$ cat src/hpb_defines.svh
`ifndef HPB_DEFINES_SVH
`define HPB_DEFINES_SVH

// ****************************************************************
// Timing
// ****************************************************************
// Core clock period and the half period used as the unit of waits
`define HPB_CLK_PERIOD_NS   4
`define HPB_HALF_PERIOD_NS  2
// Longest wait after a memory access, DMA busy and idle, and after a control write
`define HPB_DMA_WAIT_NS     (18 * `HPB_HALF_PERIOD_NS + 6)
`define HPB_IDLE_WAIT_NS    (10 * `HPB_HALF_PERIOD_NS + 6)
`define HPB_CTL_WAIT_NS     (6 * `HPB_HALF_PERIOD_NS + 6)
// Longest times round down to whole cycles, never below one
`define HPB_CYCLES(ns)      ((((ns) / `HPB_CLK_PERIOD_NS) < 1) ? 1 : ((ns) / `HPB_CLK_PERIOD_NS))
`define HPB_DMA_WAIT_CYC    `HPB_CYCLES(`HPB_DMA_WAIT_NS)
`define HPB_IDLE_WAIT_CYC   `HPB_CYCLES(`HPB_IDLE_WAIT_NS)
`define HPB_CTL_WAIT_CYC    `HPB_CYCLES(`HPB_CTL_WAIT_NS)

// ****************************************************************
// Control register
// ****************************************************************
`define HPB_CTL_RESET       8'h00
`define HPB_CTL_CORE_BIT    2
`define HPB_CTL_HOST_BIT    3

// ****************************************************************
// Other reset values
// ****************************************************************
`define HPB_ADDR_RESET      16'h0000
`define HPB_WORD_RESET      16'h0000
`define HPB_BYTE_RESET      8'h00

`endif

$ cat src/hpb_pkg.sv
// ****************************************************************
// Types of the host byte port
// ****************************************************************
package hpb_pkg;

	// Port states, one-hot
	typedef enum logic [3:0] {
		HPB_IDLE     = 4'b0001,
		HPB_RD_FETCH = 4'b0010,
		HPB_WR_WAIT  = 4'b0100,
		HPB_CTL_WAIT = 4'b1000
	} hpb_state_t;

	// Register chosen by the two control-select lines {hi, lo}
	typedef enum logic [1:0] {
		HPB_SEL_CTL      = 2'h0,
		HPB_SEL_DATA_INC = 2'h1,
		HPB_SEL_ADDR     = 2'h2,
		HPB_SEL_DATA     = 2'h3
	} hpb_sel_t;

endpackage : hpb_pkg

$ cat src/hpb_host_port.sv
`include "hpb_defines.svh"
`timescale 1ns/10ps
`default_nettype none

module hpb_host_port
	import hpb_pkg::*;
#(
	parameter int ADDR_W = 16,
	parameter int WAIT_W = 4
) (
	// Clock and reset
	input  wire logic              clock,
	input  wire logic              rstn,
	// Host strobes and control pins
	input  wire logic              port_select_n,
	input  wire logic              data_strobe_a_n,
	input  wire logic              data_strobe_b_n,
	input  wire logic              addr_strobe_n,
	input  wire logic              byte_identifier,
	input  wire logic              ctl_select_lo,
	input  wire logic              ctl_select_hi,
	input  wire logic              read_write_sel,
	// Host byte bus, split
	input  wire logic [7:0]        host_byte_bus_in,
	output logic      [7:0]        host_byte_bus_out,
	output logic      [7:0]        host_byte_bus_oe,
	// Handshake and interrupt to the host
	output logic                   host_ready_out,
	output logic                   host_irq_out,
	// Core side
	input  wire logic              core_host_irq_set,
	output logic                   core_wakeup_request,
	input  wire logic              dma_active,
	// Internal memory access
	output logic                   mem_req,
	output logic                   mem_we,
	output logic      [ADDR_W-1:0] mem_addr,
	output logic      [15:0]       mem_wdata,
	input  wire logic [15:0]       mem_rdata,
	input  wire logic              mem_ack,
	// General-purpose use of the byte bus
	input  wire logic              gpio_enable,
	input  wire logic [7:0]        gpio_dir,
	input  wire logic [7:0]        gpio_out_value,
	output logic      [7:0]        gpio_in_value
);

	localparam logic [WAIT_W-1:0] DMA_WAIT  = WAIT_W'(`HPB_DMA_WAIT_CYC);
	localparam logic [WAIT_W-1:0] IDLE_WAIT = WAIT_W'(`HPB_IDLE_WAIT_CYC);
	localparam logic [WAIT_W-1:0] CTL_WAIT  = WAIT_W'(`HPB_CTL_WAIT_CYC);

	// ****************************************************************
	// Pin synchronisers
	// ****************************************************************
	logic [7:0]        pin_s1_reg;
	logic [7:0]        pin_s2_reg;
	logic [7:0]        data_s1_reg;
	logic [7:0]        data_s2_reg;
	logic              cs_s, dsa_s, dsb_s, as_s, bid_s, sel_lo_s, sel_hi_s, rw_s;

	// Two flops on every pin before any logic looks at it
	always_ff @(posedge clock) begin
		if (!rstn) begin
			pin_s1_reg  <= 8'hFF;
			pin_s2_reg  <= 8'hFF;
			data_s1_reg <= `HPB_BYTE_RESET;
			data_s2_reg <= `HPB_BYTE_RESET;
		end else begin
			pin_s1_reg  <= {port_select_n, data_strobe_a_n, data_strobe_b_n, addr_strobe_n,
				byte_identifier, ctl_select_lo, ctl_select_hi, read_write_sel};
			pin_s2_reg  <= pin_s1_reg;
			data_s1_reg <= host_byte_bus_in;
			data_s2_reg <= data_s1_reg;
		end
	end

	assign {cs_s, dsa_s, dsb_s, as_s, bid_s, sel_lo_s, sel_hi_s, rw_s} = pin_s2_reg;

	// ****************************************************************
	// Strobe edges and address latch
	// ****************************************************************
	logic              combined_transfer_strobe;
	logic              strobe_reg;
	logic              as_reg;
	logic              bid_latch_reg;
	logic              strobe_fall, strobe_rise, as_fall;
	logic              bid_now;
	hpb_sel_t          sel_now;
	hpb_sel_t          sel_reg;
	logic              rw_reg;
	logic              bid_reg;

	assign combined_transfer_strobe = cs_s | dsa_s | dsb_s;
	assign strobe_fall = strobe_reg & ~combined_transfer_strobe;
	assign strobe_rise = ~strobe_reg & combined_transfer_strobe;
	assign as_fall     = as_reg & ~as_s;
	// A held-low address strobe means its latched byte id governs this access
	assign bid_now     = as_s ? bid_s : bid_latch_reg;
	assign sel_now     = hpb_sel_t'({sel_hi_s, sel_lo_s});

	// Edge history, and the access attributes taken at strobe fall
	always_ff @(posedge clock) begin
		if (!rstn) begin
			strobe_reg    <= 1'b1;
			as_reg        <= 1'b1;
			bid_latch_reg <= 1'b0;
			sel_reg       <= HPB_SEL_CTL;
			rw_reg        <= 1'b1;
			bid_reg       <= 1'b0;
		end else begin
			strobe_reg <= combined_transfer_strobe;
			as_reg     <= as_s;
			if (as_fall) begin
				bid_latch_reg <= bid_s;
			end
			if (strobe_fall) begin
				sel_reg <= sel_now;
				rw_reg  <= rw_s;
				bid_reg <= bid_now;
			end
		end
	end

	// ****************************************************************
	// Access sequencer
	// ****************************************************************
	hpb_state_t        state_reg, state_next;
	logic [WAIT_W-1:0] wait_cnt_reg;
	logic              mem_done_reg;
	logic              is_data_rd_first, is_data_wr_second, is_ctl_wr_irq;
	logic              data_sel;

	assign data_sel          = (sel_reg == HPB_SEL_DATA) || (sel_reg == HPB_SEL_DATA_INC);
	assign is_data_rd_first  = strobe_fall && rw_s && !bid_now &&
		((sel_now == HPB_SEL_DATA) || (sel_now == HPB_SEL_DATA_INC));
	assign is_data_wr_second = strobe_rise && !rw_reg && bid_reg && data_sel;
	assign is_ctl_wr_irq     = strobe_rise && !rw_reg && (sel_reg == HPB_SEL_CTL) &&
		(data_s2_reg[`HPB_CTL_CORE_BIT] || data_s2_reg[`HPB_CTL_HOST_BIT]);

	// Next state
	always_comb begin
		state_next = state_reg;
		unique case (state_reg)
			HPB_IDLE: begin
				if (is_data_rd_first) begin
					state_next = HPB_RD_FETCH;
				end else if (is_data_wr_second) begin
					state_next = HPB_WR_WAIT;
				end else if (is_ctl_wr_irq) begin
					state_next = HPB_CTL_WAIT;
				end
			end
			HPB_RD_FETCH: begin
				if (mem_ack) begin
					state_next = HPB_IDLE;
				end
			end
			HPB_WR_WAIT: begin
				if ((mem_done_reg || mem_ack) && wait_cnt_reg <= WAIT_W'(1)) begin
					state_next = HPB_IDLE;
				end
			end
			HPB_CTL_WAIT: begin
				if (wait_cnt_reg <= WAIT_W'(1)) begin
					state_next = HPB_IDLE;
				end
			end
		endcase
	end

	// State, wait counter and completion flag
	always_ff @(posedge clock) begin
		if (!rstn) begin
			state_reg    <= HPB_IDLE;
			wait_cnt_reg <= '0;
			mem_done_reg <= 1'b0;
		end else begin
			state_reg <= state_next;
			if (state_reg == HPB_IDLE && is_data_wr_second) begin
				wait_cnt_reg <= dma_active ? DMA_WAIT : IDLE_WAIT;
				mem_done_reg <= 1'b0;
			end else if (state_reg == HPB_IDLE && is_ctl_wr_irq) begin
				wait_cnt_reg <= CTL_WAIT;
			end else begin
				if (wait_cnt_reg != '0) begin
					wait_cnt_reg <= wait_cnt_reg - WAIT_W'(1);
				end
				if (mem_ack) begin
					mem_done_reg <= 1'b1;
				end
			end
		end
	end

	// ****************************************************************
	// Registers behind the port
	// ****************************************************************
	logic [7:0]        host_control_reg;
	logic [ADDR_W-1:0] addr_reg;
	logic [7:0]        wr_hi_reg;
	logic [15:0]       rd_word_reg;
	logic              do_inc;

	// Autoincrement after the second byte of a data word on the increment selection
	assign do_inc = strobe_rise && bid_reg && (sel_reg == HPB_SEL_DATA_INC);

	// Address register, first byte is the upper one
	always_ff @(posedge clock) begin
		if (!rstn) begin
			addr_reg <= ADDR_W'(`HPB_ADDR_RESET);
		end else if (strobe_rise && !rw_reg && sel_reg == HPB_SEL_ADDR) begin
			if (bid_reg) begin
				addr_reg <= ADDR_W'({addr_reg[15:8], data_s2_reg});
			end else begin
				addr_reg <= ADDR_W'({data_s2_reg, addr_reg[7:0]});
			end
		end else if (do_inc) begin
			addr_reg <= addr_reg + ADDR_W'(1);
		end
	end

	// First write byte held until the second completes the word
	always_ff @(posedge clock) begin
		if (!rstn) begin
			wr_hi_reg <= `HPB_BYTE_RESET;
		end else if (strobe_rise && !rw_reg && !bid_reg && data_sel) begin
			wr_hi_reg <= data_s2_reg;
		end
	end

	// Control register; host bit clears on a one, core event sets it, set wins
	always_ff @(posedge clock) begin
		if (!rstn) begin
			host_control_reg <= `HPB_CTL_RESET;
		end else begin
			if (strobe_rise && !rw_reg && sel_reg == HPB_SEL_CTL) begin
				host_control_reg <= data_s2_reg;
				host_control_reg[`HPB_CTL_CORE_BIT] <= 1'b0;
				host_control_reg[`HPB_CTL_HOST_BIT] <= host_control_reg[`HPB_CTL_HOST_BIT] &
					~data_s2_reg[`HPB_CTL_HOST_BIT];
			end
			if (core_host_irq_set) begin
				host_control_reg[`HPB_CTL_HOST_BIT] <= 1'b1;
			end
		end
	end

	// Interrupt to host and wake pulse to the core, both from flops
	always_ff @(posedge clock) begin
		if (!rstn) begin
			host_irq_out        <= 1'b0;
			core_wakeup_request <= 1'b0;
		end else begin
			host_irq_out        <= host_control_reg[`HPB_CTL_HOST_BIT];
			core_wakeup_request <= strobe_rise && !rw_reg && sel_reg == HPB_SEL_CTL &&
				data_s2_reg[`HPB_CTL_CORE_BIT];
		end
	end

	// Memory request: write on second byte, prefetch on first read byte
	always_ff @(posedge clock) begin
		if (!rstn) begin
			mem_req   <= 1'b0;
			mem_we    <= 1'b0;
			mem_addr  <= '0;
			mem_wdata <= `HPB_WORD_RESET;
		end else begin
			mem_req <= (state_reg == HPB_IDLE) && (is_data_wr_second || is_data_rd_first);
			if (state_reg == HPB_IDLE && is_data_wr_second) begin
				mem_we    <= 1'b1;
				mem_addr  <= addr_reg;
				mem_wdata <= {wr_hi_reg, data_s2_reg};
			end else if (state_reg == HPB_IDLE && is_data_rd_first) begin
				mem_we   <= 1'b0;
				mem_addr <= addr_reg;
			end
		end
	end

	// Prefetched word
	always_ff @(posedge clock) begin
		if (!rstn) begin
			rd_word_reg <= `HPB_WORD_RESET;
		end else if (state_reg == HPB_RD_FETCH && mem_ack) begin
			rd_word_reg <= mem_rdata;
		end
	end

	// ****************************************************************
	// Byte bus, ready and general-purpose pins
	// ****************************************************************
	logic [7:0]        rd_byte;

	// Byte for a register read or a second data byte, valid at once
	always_comb begin
		rd_byte = `HPB_BYTE_RESET;
		unique case (sel_now)
			HPB_SEL_CTL:  rd_byte = host_control_reg;
			HPB_SEL_ADDR: rd_byte = bid_now ? addr_reg[7:0] : 8'(addr_reg >> 8);
			default:      rd_byte = bid_now ? rd_word_reg[7:0] : rd_word_reg[15:8];
		endcase
	end

	// Drive from strobe fall to strobe rise on reads; in GPIO mode follow the direction bits
	always_ff @(posedge clock) begin
		if (!rstn) begin
			host_byte_bus_out <= `HPB_BYTE_RESET;
			host_byte_bus_oe  <= 8'h00;
		end else if (gpio_enable) begin
			host_byte_bus_out <= gpio_out_value;
			host_byte_bus_oe  <= gpio_dir;
		end else if (strobe_fall && rw_s) begin
			host_byte_bus_out <= rd_byte;
			host_byte_bus_oe  <= 8'hFF;
		end else if (combined_transfer_strobe) begin
			host_byte_bus_oe  <= 8'h00;
		end else if (state_reg == HPB_RD_FETCH && mem_ack) begin
			host_byte_bus_out <= mem_rdata[15:8];
		end
	end

	// Inputs sampled on the core clock only
	always_ff @(posedge clock) begin
		if (!rstn) begin
			gpio_in_value <= `HPB_BYTE_RESET;
		end else begin
			gpio_in_value <= data_s2_reg;
		end
	end

	// Ready low while a wait is pending, forced high when deselected
	always_ff @(posedge clock) begin
		if (!rstn) begin
			host_ready_out <= 1'b1;
		end else begin
			host_ready_out <= cs_s || (state_next == HPB_IDLE);
		end
	end
endmodule : hpb_host_port

`default_nettype wire

$ cat config.mk
export PLATFORM = sky130hd
export DESIGN_NAME = hpb_host_port
export DESIGN_NICKNAME = d
export VERILOG_FILES = /design/src/hpb_pkg.sv /design/src/hpb_host_port.sv
export VERILOG_INCLUDE_DIRS = /design/src /design/src/src
export SDC_FILE = /design/constraint.sdc
export NUM_CORES = 1
export LEC_CHECK = 0
export ABC_AREA = 1
export BUFFER_PORTS_ARGS = -buffer_cell sky130_fd_sc_hd__buf_2
export CAP_MARGIN = 20
export CORE_MARGIN = 2
export CORE_UTILIZATION = 62
export CTS_BUF_LIST = sky130_fd_sc_hd__clkbuf_4 sky130_fd_sc_hd__clkbuf_8
export DETAILED_ROUTE_END_ITERATION = 8
export MAX_ROUTING_LAYER = met4
export PLACE_DENSITY = 0.85
export SLEW_MARGIN = 5
export SYNTH_ARGS = -nofsm -noshare
export SYNTH_HDL_FRONTEND = slang
export SYNTH_SLANG_ARGS = --single-unit
$ cat constraint.sdc
create_clock -name clock -period 3.3 [get_ports clock]
set_clock_uncertainty 0.2 [all_clocks]
set_input_delay 0.33 -clock clock [delete_from_list [all_inputs] [get_ports clock]]
set_output_delay 0.33 -clock clock [all_outputs]
set_load 0.1 [all_outputs]
==> results of run 1 <==
## cells in the mapped netlist (all sizes together)
master | count | share of area, %
nor3 | 5 | 0.39
o22ai | 6 | 0.58
a31oi | 6 | 0.58
o21ai | 110 | 8.5
nor2 | 102 | 7.5
o211ai | 3 | 0.35
buf | 16 | 1.6
nand2 | 141 | 9.0
xor2 | 3 | 0.40
a21oi | 102 | 8.5
or2 | 17 | 1.6
ha | 4 | 0.77
nand3 | 33 | 3.1
clkbuf | 16 | 0.92
a211oi | 1 | 0.19
inv | 111 | 6.5
nand4 | 8 | 1.1
o21a | 3 | 0.35
clkinv | 1 | 0.077
dfxtp | 156 | 48
## tightest hold or removal path, stage by stage
cell and delay [ps]:
buf_2 90, inv_1 110, a21oi_1 130
## through the flow
stage	util, %	area [um^2]
after global routing	77.7	7950
final	77.7	7950
after floorplan	-	6490
after CTS	77.4	7920
after detailed placement	69.4	7100
after global placement	69.4	7100
## per-layer routing
layer,global-route usage [%],vias up,routed length [um]
li1,-,3032,-
met3,6.68,50,1140
met2,55.0,266,8570
met5,-,-,0
met4,10.6,0,439
met1,35.4,2790,6780
## cell families (layout without fill, tap and decap cells)
| family | Yosys count | after routing | synth area share (%) |
|---|---|---|---|
| adder cells (fa/ha/maj) | 4 | 4 | 0.771 |
| AND/OR/NAND/NOR | 306 | 306 | 22.7 |
| XOR/XNOR | 3 | 3 | 0.405 |
| flip-flops | 156 | 156 | 48.1 |
| AO/OA/AOI/OAI | 231 | 231 | 19.0 |
| buffers and inverters | 144 | 305 | 9.03 |
## worst paths after layout
check	start	endpoint	slack, ps	depth (start not counted)
worst max-delay path	pin_s2_reg[4]	mem_addr[9]	1000	10
worst min-delay path	rstn	state_reg[2]	50	3
worst max register to register	pin_s2_reg[4]	mem_addr[9]	1000	10
worst min register to register	pin_s1_reg[4]	pin_s2_reg[4]	220	1
## layout make-up
class / count / area, um^2
flip-flops and latches: 156 / 3120
multi-input cells: 544 / 2790
fillers: 734 / 2290
repair buffers: 161 / 1050
inverters: 112 / 424
clock buffers: 21 / 283
well taps: 136 / 170
clock inverters: 11 / 109
## power by group
group / switching [uW] / leakage (uW) / internal (uW)
clock network: 716 / 0.000188 / 671
logic: 305 / 0.00227 / 167
registers: 35.6 / 0.00127 / 1940
total: 1060 / 0.00373 / 2770
==> flow_summary.ini, run 1 <==
[clock_network]
cts_sinks = 156
htree_levels = 4
cts_hold_buf = 43
clkSlewWorstSetupHoldPaths_ps = 90
cts_buffers = 17
cts_tree = built
cts_setup_buffers = 0
insertion_delay_ps = 440
post_cts_resized = 0
cts_root_buffer = clkbuf_8
cts_buffer_depth = 2

[floorplan]
die-area_um2 = 11300
rows = 37
boundaryPins = 115
core_area_um2 = 10200
start_util_pct = 63.5
die_h_um = 106
die_w_um = 106

[detailed_routing]
routed_wl_um = 16900
ant_nets = 0
drtPass1Iterations = 6
wl_per_cell_um = 14.8
num_vias = 6138
drc = 0
drt_iter0_markers = 599
vias_per_cell = 5.38

[worst_hold_path]
hold_class = input pin to flip-flop

[cells_and_area]
drive_gt1_share_pct = 22.1
nNetsFinal = 1050
fin_cells = 1141
n_antenna_cell = 0
final_common_cell = dfxtp_1
area_growth_syn_to_layout_pct = 22.3
layout.cells.most_common_list = dfxtp_1 (156), nand2_1 (131), buf_2 (114), inv_1 (99), a21oi_1 (91)

[worst_setup_path]
critPathLaunchType = flip-flop
max_stage_delay_ps = 380
slowest_stage = clkinv_2
arrival_ps = 2430
end_kind = flip-flop
crit_type = flip-flop to flip-flop
cp_top_family = simple AND/OR/NAND/NOR gates
crit_buf_inv = 2
critPathRequiredTime_ps = 3430
crit_chain = inv_1 -> nand2_1 -> nand2_1 -> nor2_1 -> nand2_2 -> nand2_4 -> nand2_4 -> clkinv_2 -> o21ai_1 -> a21oi_2
cp_max_fo = 31

[sta]
max_slew_margin_pct = 42.6
rsz0062_at_grt = no
fin_crit_ps = 2300
setup_viol = 0
fmax_mhz = 435
fin_crit_sh_pct = 69.7
tightest_slew_ps = 861
drv_slew = 0
hold_violations = 0
final.setup.tns_ps = 0
setup_ws_ps = 1000
hold_ws_ps = 50.6

[synth]
synth_cells = 844
yosys_warnings = 0
synth.distinct_cells = 36
syn-num-nets = 902
synth_area_um2 = 6490
synth_seq_cells = 156
synth.avg_cell_area_um2 = 7.70
ys_seq_area_share_pct = 48.1

[global_routing]
grt_pass1_wl_um = 27100
grt_max_degree = 98
grt_usage_pct = 31.3
grt_antenna_before_repair = 0
overflow = 0
grt_pass1_vias = 5908

[place]
gp_congestion = 0.935
dp_hpwl_um = 10800
port_buffers = 114
place_inst = 1065
pre_cts_ws_ps = 1040

[power_and_ir_drop]
power-per-cell-area_nw_per_um2 = 482
irDropWorstVdd_mv = 0.445
leakagePower_uw = 0.00373
p_total_uw = 3830

[job]
maxCapViolations = 0

[status]
status = complete, no violations
No activity file was read; power rests on OpenSTA's default activity.
==> run 2: changes to the inputs <==
--- a/config.mk
+++ b/config.mk
@@ -6,15 +6,15 @@
 export SDC_FILE = /design/constraint.sdc
 export NUM_CORES = 1
 export LEC_CHECK = 0
-export ABC_AREA = 1
+export ABC_AREA = 0
 export BUFFER_PORTS_ARGS = -buffer_cell sky130_fd_sc_hd__buf_2
 export CAP_MARGIN = 20
 export CORE_MARGIN = 2
-export CORE_UTILIZATION = 62
+export CORE_UTILIZATION = 52
 export CTS_BUF_LIST = sky130_fd_sc_hd__clkbuf_4 sky130_fd_sc_hd__clkbuf_8
 export DETAILED_ROUTE_END_ITERATION = 8
 export MAX_ROUTING_LAYER = met4
-export PLACE_DENSITY = 0.85
+export PLACE_DENSITY = 0.76
 export SLEW_MARGIN = 5
 export SYNTH_ARGS = -nofsm -noshare
 export SYNTH_HDL_FRONTEND = slang
==> constraint.sdc (replaced) <==
create_clock -name clock -period 2 [get_ports clock]
set_clock_uncertainty 0.2 [all_clocks]
set_input_delay 0.2 -clock clock [delete_from_list [all_inputs] [get_ports clock]]
set_output_delay 0.2 -clock clock [all_outputs]
set_load 0.1 [all_outputs]
==> run 2 against run 1 <==
The flow now finishes with violations (negative setup slack). Worst hold slack improved by 8.5 ps. Maximum frequency increased by 11%. Total power increased by 73%. Flip-flop and latch count unchanged. Final area increased by 13%. Sequential power increased by 66%. Cell count decreased by 1.8%. Count of clock-buffer cells in the layout decreased by 2. First-iteration DRC count decreased by 13%. Combinational power increased by 84%. Synthesized cell count decreased by 14%. Non-clock buffer count increased by 97.
==> flow_summary.ini, run 2 <==
[worst_setup_path]
critPathRequiredTime_ps = 2140
slowest_stage = a2111o_1
crit_start = sel_reg[0]
max_stage_delay_ps = 570
critPathCapture = addr_reg[5]
crit_buf_inv = 0
r2r_slack_ps = -60
critPathLaunchType = flip-flop
r2r_cells = 4
reg2reg_to = addr_reg[5]
cp.depth = 4
crit_type = flip-flop to flip-flop
cp_top_family = compound AO/OA/AOI/OAI gates
cp_max_fo = 7
arrival_ps = 2200
r2r_start = sel_reg[0]
crit_chain = or3b_4 -> a2111o_1 -> a311oi_1 -> nor3_1
end_kind = flip-flop

[place]
place_inst = 1010
dp_hpwl_um = 12400
port_buffers = 114
pre_cts_ws_ps = -54.4
gp_congestion = 0.955

[sta]
fin_crit_sh_pct = 103
fin_crit_ps = 2060
drv_slew = 0
hold_violations = 0
rsz0062_at_grt = yes
setup_viol = 20
tightest_slew_ps = 593
fmax_mhz = 485
max_slew_margin_pct = 60.4
setup_ws_ps = -63.4

[cells_and_area]
drive_gt1_share_pct = 29.1
multi_input_area_um2 = 3190
nNetsFinal = 1017
fin_cells = 1121
nFillCells = 876
final_common_cell = dfxtp_1
area_growth_syn_to_layout_pct = 39.7
seq_area_um2 = 3150
layout.cells.most_common_list = dfxtp_1 (145), buf_2 (114), nand2_1 (87), a21oi_1 (77), nor2_1 (73)

[floorplan]
core_area_um2 = 12000
die_w_um = 115
rows = 40
boundaryPins = 115
die-area_um2 = 13200
die_h_um = 115
start_util_pct = 53.4

[detailed_routing]
drc = 0
vias_per_cell = 5.61
num_vias = 6285
drt_iter0_markers = 522
ant_nets = 0
routed_wl_um = 19600
drtPass1Iterations = 5
wl_per_cell_um = 17.5

[synth]
synth_seq_cells = 156
synth_top_area_share_pct = 48.7
synth_area_um2 = 6410
synth_cells = 730
yosys.area.top_type = dfxtp_1
synth_flop_cell = dfxtp_1
synth.avg_cell_area_um2 = 8.79
synthArstFlopShare_pct = 0
synthTopCellsByCount = dfxtp_1 (156), nand2_1 (87), a21oi_1 (80)
synth.distinct_cells = 64
synth.most_common_cell = dfxtp_1
synth_area_leaders = dfxtp_1 (49%), mux2i_1 (7.5%), a21oi_1 (6.2%)
yosys_warnings = 0
syn-num-nets = 788
ys_seq_area_share_pct = 48.7
synth_enable_flop_cells = 0

[clock_network]
cts_buffers = 17
insertion_delay_ps = 460
cts_buffer_depth = 2
cts_root_buffer = clkbuf_8
cts_sinks = 156
htree_levels = 4
cts_tree = built
clkSlewWorstSetupHoldPaths_ps = 80

[job]
maxCapViolations = 0

[power_and_ir_drop]
irDropWorstVdd_mv = 0.628
sw_frac_of_total_pct = 26.8
intPower_uw = 4850
leakagePower_uw = 0.00374
power.switching_uw = 1780
power_frac_comb_pct = 13.1
p_clk_share_pct = 37.5
seqPwrFrac_pct = 49.4
power-per-cell-area_nw_per_um2 = 740

[global_routing]
grt_pass1_vias = 5936
grt_pass1_wl_um = 29400
grt_antenna_before_repair = 0
grt_usage_pct = 29.8
overflow = 0
grt_max_degree = 63

[worst_hold_path]
hold_class = input pin to flip-flop

[status]
failed_checks = negative setup slack
status = complete, but fails checks
==> run 2: cell types whose count changed after synthesis, sizes merged, moves of 19 or more <==
cell    before  now
inv        111   14
o21ai      110   41
nand2      141   87
mux2i        0   49
and2         0   30
nor2       102   75
a21oi      102   81
nand2b       0   19
==> run 2: metrics by stage <==
step	power [uW]	instance area (um^2)	util [%]	hold slack (ps)	TNS, ps
6_report	6630	8960	74.6	59.1	-646
5_1_grt	6840	8960	74.6	73.7	-2270
4_1_cts	6610	8620	71.7	33.2	0
3_5_place_dp	4070	7540	62.8	186	-506
3_3_place_gp	4030	7540	62.8	182	-27.4
2_1_floorplan	3850	6450	-	101	-151
==> run 2: how the worst min path moves through the flow <==
| stage | from | to | depth (start not counted) |
|---|---|---|---|
| floorplan | read_write_sel | pin_s1_reg[0] | 1 |
| global placement | port_select_n | pin_s1_reg[7] | 2 |
| detailed placement | read_write_sel | pin_s1_reg[0] | 2 |
| CTS | gpio_enable | host_byte_bus_out[5] | 5 |
| global route | gpio_enable | host_byte_bus_out[5] | 5 |
| finish | gpio_enable | host_byte_bus_out[5] | 5 |
==> run 2: repair_timing <==
item,in CTS,in global routing
hold endpoints to repair,53,0
buffers inserted,0,14
endpoints found under the setup margin,27,48
hold buffers,61,0
cloned,0,2
gates resized for setup,12,52
pin swaps,2,20
==> run 2: worst min-delay path, delay by kind of cell <==
family,cells,cell delay [ps]
AO/OA/AOI/OAI,3,250
buffers and inverters,1,140
AND/OR/NAND/NOR,1,90
==> run 2: cell type report <==
class | instances | area share [%]
Inverter | 15 | 0.628
Multi-Input combinational cell | 511 | 35.6
Tap cell | 147 | 2.05
Timing Repair Buffer | 258 | 21.8
Clock buffer | 19 | 2.92
Antenna cell | 2 | 0.0558
Sequential cell | 156 | 35.2
Clock inverter | 13 | 1.83
==> run 2: cells by family (layout without fill, tap and decap cells) <==
kind of cell,after synthesis,in the layout,share of synthesized area (%)
AND/OR/NAND/NOR,278,278,21.4
AO/OA/AOI/OAI,178,178,16.5
flip-flops,156,156,48.7
buffers and inverters,63,305,4.47
multiplexers,49,49,7.84
adder cells (fa/ha/maj),4,4,0.780
XOR/XNOR,2,2,0.273
other,0,2,0
==> run 2: per-layer routing <==
| layer | global-route usage [%] | share of wire (%) | vias to the layer above |
|---|---|---|---|
| met4 | 13.7 | 2.3 | 0 |
| met2 | 46.9 | 49 | 266 |
| li1 | - | - | 3000 |
| met3 | 5.80 | 5.7 | 44 |
| met1 | 37.0 | 43 | 2975 |
| met5 | - | 0 | - |
==> run 2: power groups by stage <==
stage                     logic, uW  clock network [uW]  registers, uW
after CTS                       817                2520           3280
final                           868                2490           3270
after global placement          691                   0           3340
after global routing            927                2630           3280
after floorplan                 349                   0           3500
after detailed placement        721                   0           3350
==> run 3: changes to the inputs <==
--- a/config.mk
+++ b/config.mk
@@ -15,6 +15,7 @@
 export DETAILED_ROUTE_END_ITERATION = 8
 export MAX_ROUTING_LAYER = met4
 export PLACE_DENSITY = 0.76
+export REMOVE_ABC_BUFFERS = 1
 export SLEW_MARGIN = 5
 export SYNTH_ARGS = -nofsm -noshare
 export SYNTH_HDL_FRONTEND = slang
==> run 3 against run 2 <==
The run still ends with negative setup slack left. Count of clock-buffer cells in the layout rose by 1. Clock power fell by 4%. Critical path depth rose by 2. Sequential power barely moved. Worst setup slack improved by 59 ps. Combinational power fell by 4.8%. Largest power group unchanged.
==> flow_summary.ini, run 3 (synthesis results as in run 2) <==
[clock_network]
cts_buffer_depth = 2
clkSlewWorstSetupHoldPaths_ps = 90
cts_buffers = 17
cts_sinks = 156
insertion_delay_ps = 440
cts_tree = built
htree_levels = 4
cts_root_buffer = clkbuf_8

[floorplan]
core_area_um2 = 12000
die_h_um = 115
die-area_um2 = 13200
start_util_pct = 53.4
rows = 40
die_w_um = 115
boundaryPins = 115

[detailed_routing]
num_vias = 6201
drc = 0
drtPass1Iterations = 5
routed_wl_um = 18700
ant_nets = 0
vias_per_cell = 5.62
drt_iter0_markers = 505
wl_per_cell_um = 17.0

[global_routing]
grt_pass1_wl_um = 29200
grt_pass1_vias = 5900
grt_antenna_before_repair = 0
grt_max_degree = 63
overflow = 0
grt_usage_pct = 29.2

[cells_and_area]
layout.cells.most_common_list = dfxtp_1 (148), buf_2 (114), nand2_1 (86), a21oi_1 (80), nor2_1 (73)
multi_input_area_um2 = 3140
area_growth_syn_to_layout_pct = 35.5
post-route-util_pct = 72.4
final_common_cell = dfxtp_1
drive_gt1_share_pct = 27.8
nNetsFinal = 1001
fin_cells = 1103
nFillCells = 888
n_antenna_cell = 0
seq_area_um2 = 3140

[power_and_ir_drop]
power-per-cell-area_nw_per_um2 = 745
irDropWorstVdd_mv = 0.635
leakagePower_uw = 0.00362

[sta]
setup_ws_ps = -3.97
fin_crit_sh_pct = 100
fmax_mhz = 499
setup_viol = 2
fin_crit_ps = 2000
max_slew_margin_pct = 65.2
rsz0062_at_grt = yes
hold_violations = 0
final.setup.tns_ps = -6.35
drv_slew = 0
tightest_slew_ps = 513
hold_ws_ps = 50.2

[worst_setup_path]
cp_top_family = compound AO/OA/AOI/OAI gates
slowest_stage = or4b_4
r2r_slack_ps = -4
crit_top_cell = buf_6
crit_type = flip-flop to flip-flop
crit_chain = buf_6 -> or4b_4 -> a211o_4 -> buf_6 -> o211ai_1 -> o31ai_1
max_stage_delay_ps = 470
critPathLaunchType = flip-flop
cp_max_fo = 7
critPathRequiredTime_ps = 2140
arrival_ps = 2140
crit_buf_inv = 2
end_kind = flip-flop

[place]
pre_cts_ws_ps = -93.7
gp_congestion = 0.967
dp_hpwl_um = 12200
place_inst = 1011
port_buffers = 114

[worst_hold_path]
hold_class = input pin to flip-flop

[status]
status = complete, but fails checks
failed_checks = negative setup slack

[job]
maxCapViolations = 0
-- run 3: stage by stage --
step	area [um^2]	total power [uW]
floorplan	6180	3830
global placement	7530	4030
detailed placement	7530	4060
CTS	8520	6480
global route	8690	6740
finish	8690	6480
-- run 3: final cells by class --
class,instances,share of cell area [%]
clock buffer,20,3.09
clock inverter,12,1.57
inverter,15,0.648
multi-input combinational,511,36.2
sequential,156,36.1
tap,147,2.12
timing repair buffer,242,20.3
-- run 3: worst paths after layout --
| check | startpoint | to | depth (start not counted) |
|---|---|---|---|
| hold reg to reg | pin_s1_reg[3] | pin_s2_reg[3] | 1 |
| hold / removal | gpio_enable | host_byte_bus_out[0] | 5 |
| setup reg to reg | sel_reg[1] | addr_reg[14] | 6 |
| setup / recovery | sel_reg[1] | addr_reg[14] | 6 |
-- run 3: power by group --
group / internal [uW] / leakage [uW] / switching, uW
clock network: 1200 / 0.000200 / 1180
logic: 325 / 0.00215 / 500
registers: 3200 / 0.00127 / 76.7
-- run 3: repair_timing --
action,4_1_cts,5_1_grt
setup buffers,0,7
gates resized for setup,14,44
hold buffers,53,0
endpoints found under the hold margin,55,0
pin swaps,1,11
setup endpoints to repair,23,46
-- run 3: worst register-to-register path: stages, from the launching register on --
cell      delay [ps]
dfxtp_2          360
buf_6            100
or4b_4           470
a211o_4          410
buf_6            140
o211ai_1         140
o31ai_1           90
-- run 3: layer usage --
layer / global-route usage, % / up-vias / wire length, um
met5: - / - / 0
met4: 13.3 / 0 / 479
met3: 5.38 / 49 / 1110
met2: 44.3 / 246 / 8930
met1: 38.1 / 2937 / 8200
li1: - / 2969 / -
